<file path="config.mk">
export PLATFORM = sky130hd
export DESIGN_NAME = clock_alarm_status_flags
export DESIGN_NICKNAME = d
export VERILOG_FILES = /design/src/alarm_status_pkg.sv /design/src/sticky_flags.sv /design/src/clock_alarm_status_flags.sv
export SDC_FILE = /design/constraint.sdc
export NUM_CORES = 1
export LEC_CHECK = 0
export BUFFER_PORTS_ARGS = -buffer_cell sky130_fd_sc_hd__buf_2
export CAP_MARGIN = 25
export CORE_MARGIN = 2
export CORE_UTILIZATION = 47
export CTS_CLUSTER_SIZE = 25
export DETAILED_ROUTE_END_ITERATION = 8
export GPL_ROUTABILITY_DRIVEN = 1
export PLACE_DENSITY = 0.85
export SKIP_CTS_REPAIR_TIMING = 1
export SLEW_MARGIN = 10
export SYNTH_ARGS = -nofsm -noshare
export SYNTH_HDL_FRONTEND = slang
export SYNTH_SLANG_ARGS = --single-unit
</file>
<file path="constraint.sdc">
create_clock -name mclk -period 2.6 [get_ports mclk]
set_clock_uncertainty 0.05 [all_clocks]
set_input_delay 0.13 -clock mclk [delete_from_list [all_inputs] [get_ports mclk]]
set_output_delay 0.13 -clock mclk [all_outputs]
set_load 0.03 [all_outputs]
</file>
<file path="src/alarm_status_pkg.sv">
// register map, field positions and carrier types of the clock alarm status block
// assumes a serial-port front end that turns bus frames into byte read and write strobes
package alarm_status_pkg;

  // register offsets on the serial configuration port
  localparam logic [7:0] ADDR_LIVE_SIGNAL_LOSS   = 8'h81;
  localparam logic [7:0] ADDR_LIVE_ALARM_STATUS  = 8'h82;
  localparam logic [7:0] ADDR_SIGNAL_LOSS_STICKY = 8'h83;
  localparam logic [7:0] ADDR_OFFSET_LOCK_STICKY = 8'h84;
  localparam logic [7:0] ADDR_PART_NUMBER_HIGH   = 8'h86;
  localparam logic [7:0] ADDR_PART_NUMBER_LOW    = 8'h87;

  // live alarm status field positions
  localparam int BIT_HOLDOVER_VALID = 6;
  localparam int BIT_TWO_OFFSET     = 2;
  localparam int BIT_ONE_OFFSET     = 1;
  localparam int BIT_PLL_UNLOCK     = 0;

  // live signal loss and signal loss sticky field positions
  localparam int BIT_TWO_LOSS = 2;
  localparam int BIT_ONE_LOSS = 1;
  localparam int BIT_REF_LOSS = 0;

  // offset and lock sticky field positions
  localparam int BIT_TWO_OFFSET_STICKY = 3;
  localparam int BIT_ONE_OFFSET_STICKY = 2;
  localparam int BIT_UNLOCK_STICKY     = 1;

  // index of each flag inside the sticky flag vector
  localparam int NUM_FLAGS      = 6;
  localparam int FLAG_REF_LOSS  = 0;
  localparam int FLAG_ONE_LOSS  = 1;
  localparam int FLAG_TWO_LOSS  = 2;
  localparam int FLAG_UNLOCK    = 3;
  localparam int FLAG_ONE_OFF   = 4;
  localparam int FLAG_TWO_OFF   = 5;

  // reset values
  localparam logic [NUM_FLAGS-1:0] FLAGS_RESET = 6'h00;
  localparam logic [7:0]           RDATA_RESET = 8'h00;

  // identification codes, values arbitrary
  localparam logic [11:0] PART_NUMBER_CODE = 12'h5a3;
  localparam logic [3:0]  REVISION_CODE    = 4'h7;

  typedef struct packed {
    logic holdover_history_valid;
    logic input_two_offset_live;
    logic input_one_offset_live;
    logic pll_unlock_live;
    logic input_two_signal_loss_live;
    logic input_one_signal_loss_live;
    logic reference_signal_loss_live;
  } live_alarm_t;

  typedef struct packed {
    logic input_two_offset_mask;
    logic input_one_offset_mask;
    logic pll_unlock_mask;
    logic input_two_signal_loss_mask;
    logic input_one_signal_loss_mask;
    logic reference_signal_loss_mask;
  } alarm_mask_t;

  typedef struct packed {
    logic [7:0] addr;
    logic       write;
    logic       read;
    logic [7:0] wdata;
  } reg_req_t;

endpackage

</file>
<file path="src/sticky_flags.sv">
// bank of sticky alarm flags, one per live alarm
// assumes live alarms and clear strobes are synchronous to mclk
`timescale 1ns/1ps

module sticky_flags
(
  // clock and reset
  input  wire logic                                mclk,
  input  wire logic                                reset,
  // live alarms and clear requests
  input  wire logic [alarm_status_pkg::NUM_FLAGS-1:0] live,
  input  wire logic [alarm_status_pkg::NUM_FLAGS-1:0] clear,
  // held flags
  output logic      [alarm_status_pkg::NUM_FLAGS-1:0] flags
);
  import alarm_status_pkg::*;

  typedef struct packed {
    logic [NUM_FLAGS-1:0] flags;
  } flag_state_t;

  flag_state_t          state;
  flag_state_t          next_state;
  logic [NUM_FLAGS-1:0] next_bits;

  ////////////////////////////////////////////////////////////////////////////////
  genvar i;
  generate
    for (i = 0; i < NUM_FLAGS; i++)
    begin : g_flag
      // set wins over clear so an alarm in the clearing cycle is kept
      assign next_bits[i] = live[i] | (state.flags[i] & ~clear[i]);
    end
  endgenerate

  always_comb
  begin
    next_state       = state;
    next_state.flags = next_bits;
  end

  always_ff @(posedge mclk)
  begin
    if (reset)
      state.flags <= FLAGS_RESET;
    else
      state <= next_state;
  end

  assign flags = state.flags;

endmodule

</file>
<file path="src/clock_alarm_status_flags.sv">
// alarm status, sticky flags, interrupt pin and identification registers
// assumes the serial port front end issues one-cycle byte read and write strobes
// Operation
// - status bit 6 reads 1 once the holdover history is filled.
// - status bit 2 shows the live offset alarm of input two.
// - status bit 1 shows the live offset alarm of input one.
// - status bit 0 reads 1 while the pll is unlocked.
// - signal loss flag register bits 2,1,0 latch input two, one, reference loss.
// - a flag stays set until software writes 0 to that bit only.
// - flags reach the interrupt pin only while the pin enable is 1.
// - each flag has a mask bit; a masked flag never raises the interrupt.
// - offset flag register bit 3 latches input two, bit 2 input one offset.
// - offset flag register bit 1 latches pll unlock and can interrupt.
// - twelve-bit part number split over two read-only identification registers.
// - four-bit revision code sits in the low nibble of the second id register.
// - live loss bits 2,1,0 show input two, input one, reference loss.
`timescale 1ns/1ps

module clock_alarm_status_flags
(
  // clock and reset
  input  wire logic                          mclk,
  input  wire logic                          reset,
  // register port from the serial front end
  input  wire alarm_status_pkg::reg_req_t    reg_req,
  output logic [7:0]                         reg_rdata,
  output logic                               reg_rvalid,
  // live alarms from the detectors
  input  wire alarm_status_pkg::live_alarm_t live_alarm,
  // interrupt settings
  input  wire alarm_status_pkg::alarm_mask_t alarm_mask,
  input  wire logic                          int_pin_enable,
  // interrupt pin
  output logic                               irq
);
  import alarm_status_pkg::*;

  typedef struct packed {
    logic [7:0] rdata;
    logic       rvalid;
    logic       irq;
  } port_state_t;

  port_state_t          state;
  port_state_t          next_state;
  logic [NUM_FLAGS-1:0] live_vec;
  logic [NUM_FLAGS-1:0] mask_vec;
  logic [NUM_FLAGS-1:0] clear_vec;
  logic [NUM_FLAGS-1:0] flags;
  logic [7:0]           live_status_byte;
  logic [7:0]           live_loss_byte;
  logic [7:0]           loss_flag_byte;
  logic [7:0]           offset_flag_byte;
  logic                 pending;

  ////////////////////////////////////////////////////////////////////////////////
  // flag vector ordering

  always_comb
  begin
    live_vec                = '0;
    live_vec[FLAG_REF_LOSS] = live_alarm.reference_signal_loss_live;
    live_vec[FLAG_ONE_LOSS] = live_alarm.input_one_signal_loss_live;
    live_vec[FLAG_TWO_LOSS] = live_alarm.input_two_signal_loss_live;
    live_vec[FLAG_UNLOCK]   = live_alarm.pll_unlock_live;
    live_vec[FLAG_ONE_OFF]  = live_alarm.input_one_offset_live;
    live_vec[FLAG_TWO_OFF]  = live_alarm.input_two_offset_live;
    mask_vec                = '0;
    mask_vec[FLAG_REF_LOSS] = alarm_mask.reference_signal_loss_mask;
    mask_vec[FLAG_ONE_LOSS] = alarm_mask.input_one_signal_loss_mask;
    mask_vec[FLAG_TWO_LOSS] = alarm_mask.input_two_signal_loss_mask;
    mask_vec[FLAG_UNLOCK]   = alarm_mask.pll_unlock_mask;
    mask_vec[FLAG_ONE_OFF]  = alarm_mask.input_one_offset_mask;
    mask_vec[FLAG_TWO_OFF]  = alarm_mask.input_two_offset_mask;
  end

  ////////////////////////////////////////////////////////////////////////////////
  // clear decode: only bits written as zero are cleared

  always_comb
  begin
    clear_vec = '0;
    if (reg_req.write && reg_req.addr == ADDR_SIGNAL_LOSS_STICKY)
    begin
      clear_vec[FLAG_REF_LOSS] = ~reg_req.wdata[BIT_REF_LOSS];
      clear_vec[FLAG_ONE_LOSS] = ~reg_req.wdata[BIT_ONE_LOSS];
      clear_vec[FLAG_TWO_LOSS] = ~reg_req.wdata[BIT_TWO_LOSS];
    end
    if (reg_req.write && reg_req.addr == ADDR_OFFSET_LOCK_STICKY)
    begin
      clear_vec[FLAG_UNLOCK]  = ~reg_req.wdata[BIT_UNLOCK_STICKY];
      clear_vec[FLAG_ONE_OFF] = ~reg_req.wdata[BIT_ONE_OFFSET_STICKY];
      clear_vec[FLAG_TWO_OFF] = ~reg_req.wdata[BIT_TWO_OFFSET_STICKY];
    end
  end

  sticky_flags u_flags
  (
    .mclk  (mclk),
    .reset (reset),
    .live  (live_vec),
    .clear (clear_vec),
    .flags (flags)
  );

  ////////////////////////////////////////////////////////////////////////////////
  // read byte assembly, reserved bits read zero

  always_comb
  begin
    live_status_byte                     = '0;
    live_status_byte[BIT_HOLDOVER_VALID] = live_alarm.holdover_history_valid;
    live_status_byte[BIT_TWO_OFFSET]     = live_alarm.input_two_offset_live;
    live_status_byte[BIT_ONE_OFFSET]     = live_alarm.input_one_offset_live;
    live_status_byte[BIT_PLL_UNLOCK]     = live_alarm.pll_unlock_live;
    live_loss_byte                       = '0;
    live_loss_byte[BIT_TWO_LOSS]         = live_alarm.input_two_signal_loss_live;
    live_loss_byte[BIT_ONE_LOSS]         = live_alarm.input_one_signal_loss_live;
    live_loss_byte[BIT_REF_LOSS]         = live_alarm.reference_signal_loss_live;
    loss_flag_byte                       = '0;
    loss_flag_byte[BIT_TWO_LOSS]         = flags[FLAG_TWO_LOSS];
    loss_flag_byte[BIT_ONE_LOSS]         = flags[FLAG_ONE_LOSS];
    loss_flag_byte[BIT_REF_LOSS]         = flags[FLAG_REF_LOSS];
    offset_flag_byte                     = '0;
    offset_flag_byte[BIT_TWO_OFFSET_STICKY] = flags[FLAG_TWO_OFF];
    offset_flag_byte[BIT_ONE_OFFSET_STICKY] = flags[FLAG_ONE_OFF];
    offset_flag_byte[BIT_UNLOCK_STICKY]     = flags[FLAG_UNLOCK];
  end

  // masked-off flags still read back set, they only stay off the pin
  assign pending = |(flags & ~mask_vec);

  ////////////////////////////////////////////////////////////////////////////////
  // registered read port and interrupt pin

  always_comb
  begin
    next_state        = state;
    next_state.rvalid = reg_req.read;
    next_state.irq    = pending & int_pin_enable;
    if (reg_req.read)
    begin
      unique case (reg_req.addr)
        ADDR_LIVE_SIGNAL_LOSS:   next_state.rdata = live_loss_byte;
        ADDR_LIVE_ALARM_STATUS:  next_state.rdata = live_status_byte;
        ADDR_SIGNAL_LOSS_STICKY: next_state.rdata = loss_flag_byte;
        ADDR_OFFSET_LOCK_STICKY: next_state.rdata = offset_flag_byte;
        ADDR_PART_NUMBER_HIGH:   next_state.rdata = PART_NUMBER_CODE[11:4];
        ADDR_PART_NUMBER_LOW:    next_state.rdata = {PART_NUMBER_CODE[3:0], REVISION_CODE};
        default:                 next_state.rdata = RDATA_RESET;
      endcase
    end
  end

  always_ff @(posedge mclk)
  begin
    if (reset)
    begin
      state.rdata  <= RDATA_RESET;
      state.rvalid <= 1'h0;
      state.irq    <= 1'h0;
    end
    else
      state <= next_state;
  end

  assign reg_rdata  = state.rdata;
  assign reg_rvalid = state.rvalid;
  assign irq        = state.irq;

  ////////////////////////////////////////////////////////////////////////////////
  // checks

  logic [NUM_FLAGS-1:0] clear_no_live;
  assign clear_no_live = clear_vec & ~live_vec;

  a_flag_sets: assert property (@(posedge mclk) disable iff (reset)
    (live_vec != '0) |=> ((flags & $past(live_vec)) == $past(live_vec)))
    else $error("live alarm did not set its flag");

  a_flag_holds: assert property (@(posedge mclk) disable iff (reset)
    ((($past(flags) & ~$past(clear_vec)) & ~flags) == '0))
    else $error("flag dropped without a zero write");

  a_flag_clears: assert property (@(posedge mclk) disable iff (reset)
    (clear_no_live != '0) |=> ((flags & $past(clear_no_live)) == '0))
    else $error("zero write did not clear flag");

  a_pin_disabled: assert property (@(posedge mclk) disable iff (reset)
    !int_pin_enable |=> !irq)
    else $error("interrupt active with pin disabled");

  a_mask_gates: assert property (@(posedge mclk) disable iff (reset)
    irq |-> $past(pending) && $past(int_pin_enable))
    else $error("interrupt without unmasked flag");

  a_irq_raises: assert property (@(posedge mclk) disable iff (reset)
    (pending && int_pin_enable) |=> irq)
    else $error("unmasked flag did not raise interrupt");

  a_read_timing: assert property (@(posedge mclk) disable iff (reset)
    reg_rvalid == $past(reg_req.read))
    else $error("read answer not one cycle after request");

  // expected bytes rebuilt from the live inputs, not from the read mux
  a_status_read: assert property (@(posedge mclk) disable iff (reset)
    (reg_req.read && reg_req.addr == ADDR_LIVE_ALARM_STATUS) |=>
      reg_rdata == {1'h0, $past(live_alarm.holdover_history_valid), 3'h0,
                    $past(live_alarm.input_two_offset_live),
                    $past(live_alarm.input_one_offset_live),
                    $past(live_alarm.pll_unlock_live)})
    else $error("live status read wrong");

  a_loss_read: assert property (@(posedge mclk) disable iff (reset)
    (reg_req.read && reg_req.addr == ADDR_LIVE_SIGNAL_LOSS) |=>
      reg_rdata == {5'h00, $past(live_alarm.input_two_signal_loss_live),
                    $past(live_alarm.input_one_signal_loss_live),
                    $past(live_alarm.reference_signal_loss_live)})
    else $error("live loss read wrong");

  a_loss_flags: assert property (@(posedge mclk) disable iff (reset)
    (reg_req.read && reg_req.addr == ADDR_SIGNAL_LOSS_STICKY) |=>
      reg_rdata == {5'h00, $past(flags[FLAG_TWO_LOSS]), $past(flags[FLAG_ONE_LOSS]),
                    $past(flags[FLAG_REF_LOSS])})
    else $error("loss flag read wrong");

  a_id_read: assert property (@(posedge mclk) disable iff (reset)
    (reg_req.read && reg_req.addr == ADDR_PART_NUMBER_HIGH) |=> reg_rdata == PART_NUMBER_CODE[11:4])
    else $error("part number high read wrong");

  a_rev_read: assert property (@(posedge mclk) disable iff (reset)
    (reg_req.read && reg_req.addr == ADDR_PART_NUMBER_LOW) |=> reg_rdata[3:0] == REVISION_CODE)
    else $error("revision read wrong");

  a_reserved_zero: assert property (@(posedge mclk) disable iff (reset)
    (reg_req.read && reg_req.addr == ADDR_OFFSET_LOCK_STICKY) |=> reg_rdata[7:4] == 4'h0 && !reg_rdata[0])
    else $error("reserved flag bits not zero");

endmodule

</file>
==> metrics.txt <==
run status finished, final reports clean; Routed WL 1860 um; average wire per standard cell 12.3 um; fin crit share roughly 48%; Synth Flop Type dfxtp_1; Setup violations, final 0; Crit Path Category reg2reg; DP HPWL 1460 um; number of remaining DRC errors 0; main area contributors after synthesis dfxtp_1, nand2b_1, nor2_1; Initial Utilization 49.0%; full die area 2110 um2; clock tree sinks 15; port bufs 38; RSZ-0062 raised after global routing false; critical-path cell list mux2_2 -> a221o_1 -> a41o_1; Slew headroom between 60 and 70%; row count 15; WP buf/inv 0; grt ovf 0; Final Hold Fails 0; Async SR Flop Fraction 0%; share of the synthesized area in the top cell type 36.3%; drt pass-1 iters 4; vias per cell 5.44; Slew Limit Fails 0; placed cells 147; ANT cells 0; die width around 46 um; core area between 1500 and 2000 um2; TNS Setup 0 ns; Least-Margin Pin Slew 0.504 ns; first-pass GRT wire length 2940 um; class of the worst hold path in2reg; area grow syn2layout 23.8%; Max IR drop VDD 0.000395 V; Avg Cell Area, Syn 8.44 um2; critical path's top delay family compound AO/OA/AOI/OAI gates; PD cells 451 nW/um2; GRT Total Usage between 10% and 20%; Post-synth EDFFs 0; CP peak stage delay between 0.3 and 0.4 ns; synth warn 0; Slowest-stage cell, CP dfxtp_1; reg-to-reg startpoint u_flags.flags[2]; H-tree levels 1; Cells after Synth 98; CP startpoint kind register; f_max around 800 MHz; Tmin final ~1.3 ns; CTS tree yes; TritonCTS Buffers 3; Worst-path clk slew ~0.090 ns; final net count 169; Synth area leader dfxtp_1; Pleak ~0.00047 uW; pin count of the biggest net entering global routing 16; Netlist cell types 34; I/O pin total 44; Post-Syn Nets 132; Root Buffer clkbuf_4; Critical Path Fanout Max 3; Post-DRT Antenna Nets 0; routability cong. 0.737; initial antenna violation count 0; Worst-Skew Late Latency 0.28 ns; Req. time, crit path 2.73 ns; Vias 821; DP Worst Slack 1.12 ns; Seq/Total Area, Yosys 36.3%; Final Non-Filler Cells 151; vias in the first global route 695; share of cells above drive strength 1 34.3%; Seq cells post-synth 15; die height about 46 um; Mapped Area slightly above 800 um2; Worst Setup End Kind register; Filler cells 159; Worst Min Path Start reg_req[9]; WP data arrival between 1 and 1.5 ns; final worst setup slack between 1 and 1.5 ns; max-cap viol count 0; Iteration-0 DRC Markers 7; Setup crit start u_flags.flags[2]; Max Root-Sink Buffers 2
[cell usage in the layout, fill, tap and decap left out]
master,instances
a211oi_1,4
a21oi_1,5
a221o_1,1
a311oi_1,2
a31o_1,2
a41o_1,1
and2_1,1
and3_1,2
buf_2,38
clkbuf_4,3
clkinv_2,1
conb_1,1
dfxtp_1,15
inv_1,7
mux2_2,1
mux2_4,1
nand2_1,2
nand2b_1,9
nand3_1,2
nand4_1,2
nand4b_1,1
nor2_1,15
nor2b_1,2
nor3_1,1
nor3b_1,3
nor3b_2,1
nor4_4,1
nor4bb_1,1
o2111ai_1,2
o21ai_1,2
o22ai_1,3
o311ai_1,1
xnor2_1,1
[state kept, by name (all words and copies together) (netlist names)]
signal,cells
irq,1
reg_rdata,7
reg_rvalid,1
u_flags.flags,6
[area by class of cell]
cell class	instances	area (um2)	share of cell area [%]
multi-input cells	70	458	44.7
flip-flops and latches	15	300	29.3
repair buffers	38	190	18.6
inverters	7	26.3	2.57
clock buffers	3	22.5	2.20
well taps	17	21.3	2.08
clock inverters	1	5.00	0.489
[worst paths after layout]
kind	endpoint	slack, ns	cells past startpoint
worst min register to register	reg_rdata[4]	0.42	2
worst max register to register	reg_rdata[2]	1.35	3
worst min-delay path	u_flags.flags[5]	0.06	2
worst max-delay path	reg_rdata[2]	1.35	3
[cell usage after synthesis (all sizes together) (3+ instances only)]
cell type,n
a211oi,4
a21oi,5
buf,4
dfxtp,15
inv,7
nand2b,9
nor2,15
nor3b,4
o22ai,3
[cells by family (layout without fill, tap and decap cells)]
| kind of cell | after synthesis | after routing | synth area share [%] |
|---|---|---|---|
| other | 1 | 1 | 0.453 |
| xor gates and xnor gates | 1 | 1 | 1.06 |
| buffers and inverters | 13 | 49 | 8.32 |
| and+or+nand+nor | 43 | 43 | 30.7 |
| muxes | 2 | 2 | 3.18 |
| DFF | 15 | 15 | 36.3 |
| AOI/OAI and AO/OA | 23 | 23 | 20.0 |
[layer usage]
| layer | track usage, % | vias to the layer above | part of all wire [%] |
|---|---|---|---|
| li1 | - | 422 | - |
| met1 | 24.2 | 359 | 44 |
| met2 | 32.8 | 40 | 46 |
| met3 | 6.35 | 0 | 9.2 |
| met4 | 1.71 | 0 | 0 |
| met5 | 0 | - | 0 |
[stage by stage]
stage	cell area (um2)	hold WS, ns	util [%]	total power [uW]
after floorplan	827	0.152	-	303
after global placement	996	0.349	59.0	334
after detailed placement	996	0.366	59.0	337
after CTS	1020	0.0641	60.6	466
after global routing	1020	0.0519	60.6	491
final	1020	0.0600	60.6	462
[power by group]
group          switching [uW]  total, uW  internal, uW
Clock                    72.8        130          57.0
Sequential               4.68        243           238
Combinational            49.0       88.7          39.8
(Power assumes the default switching activity.)
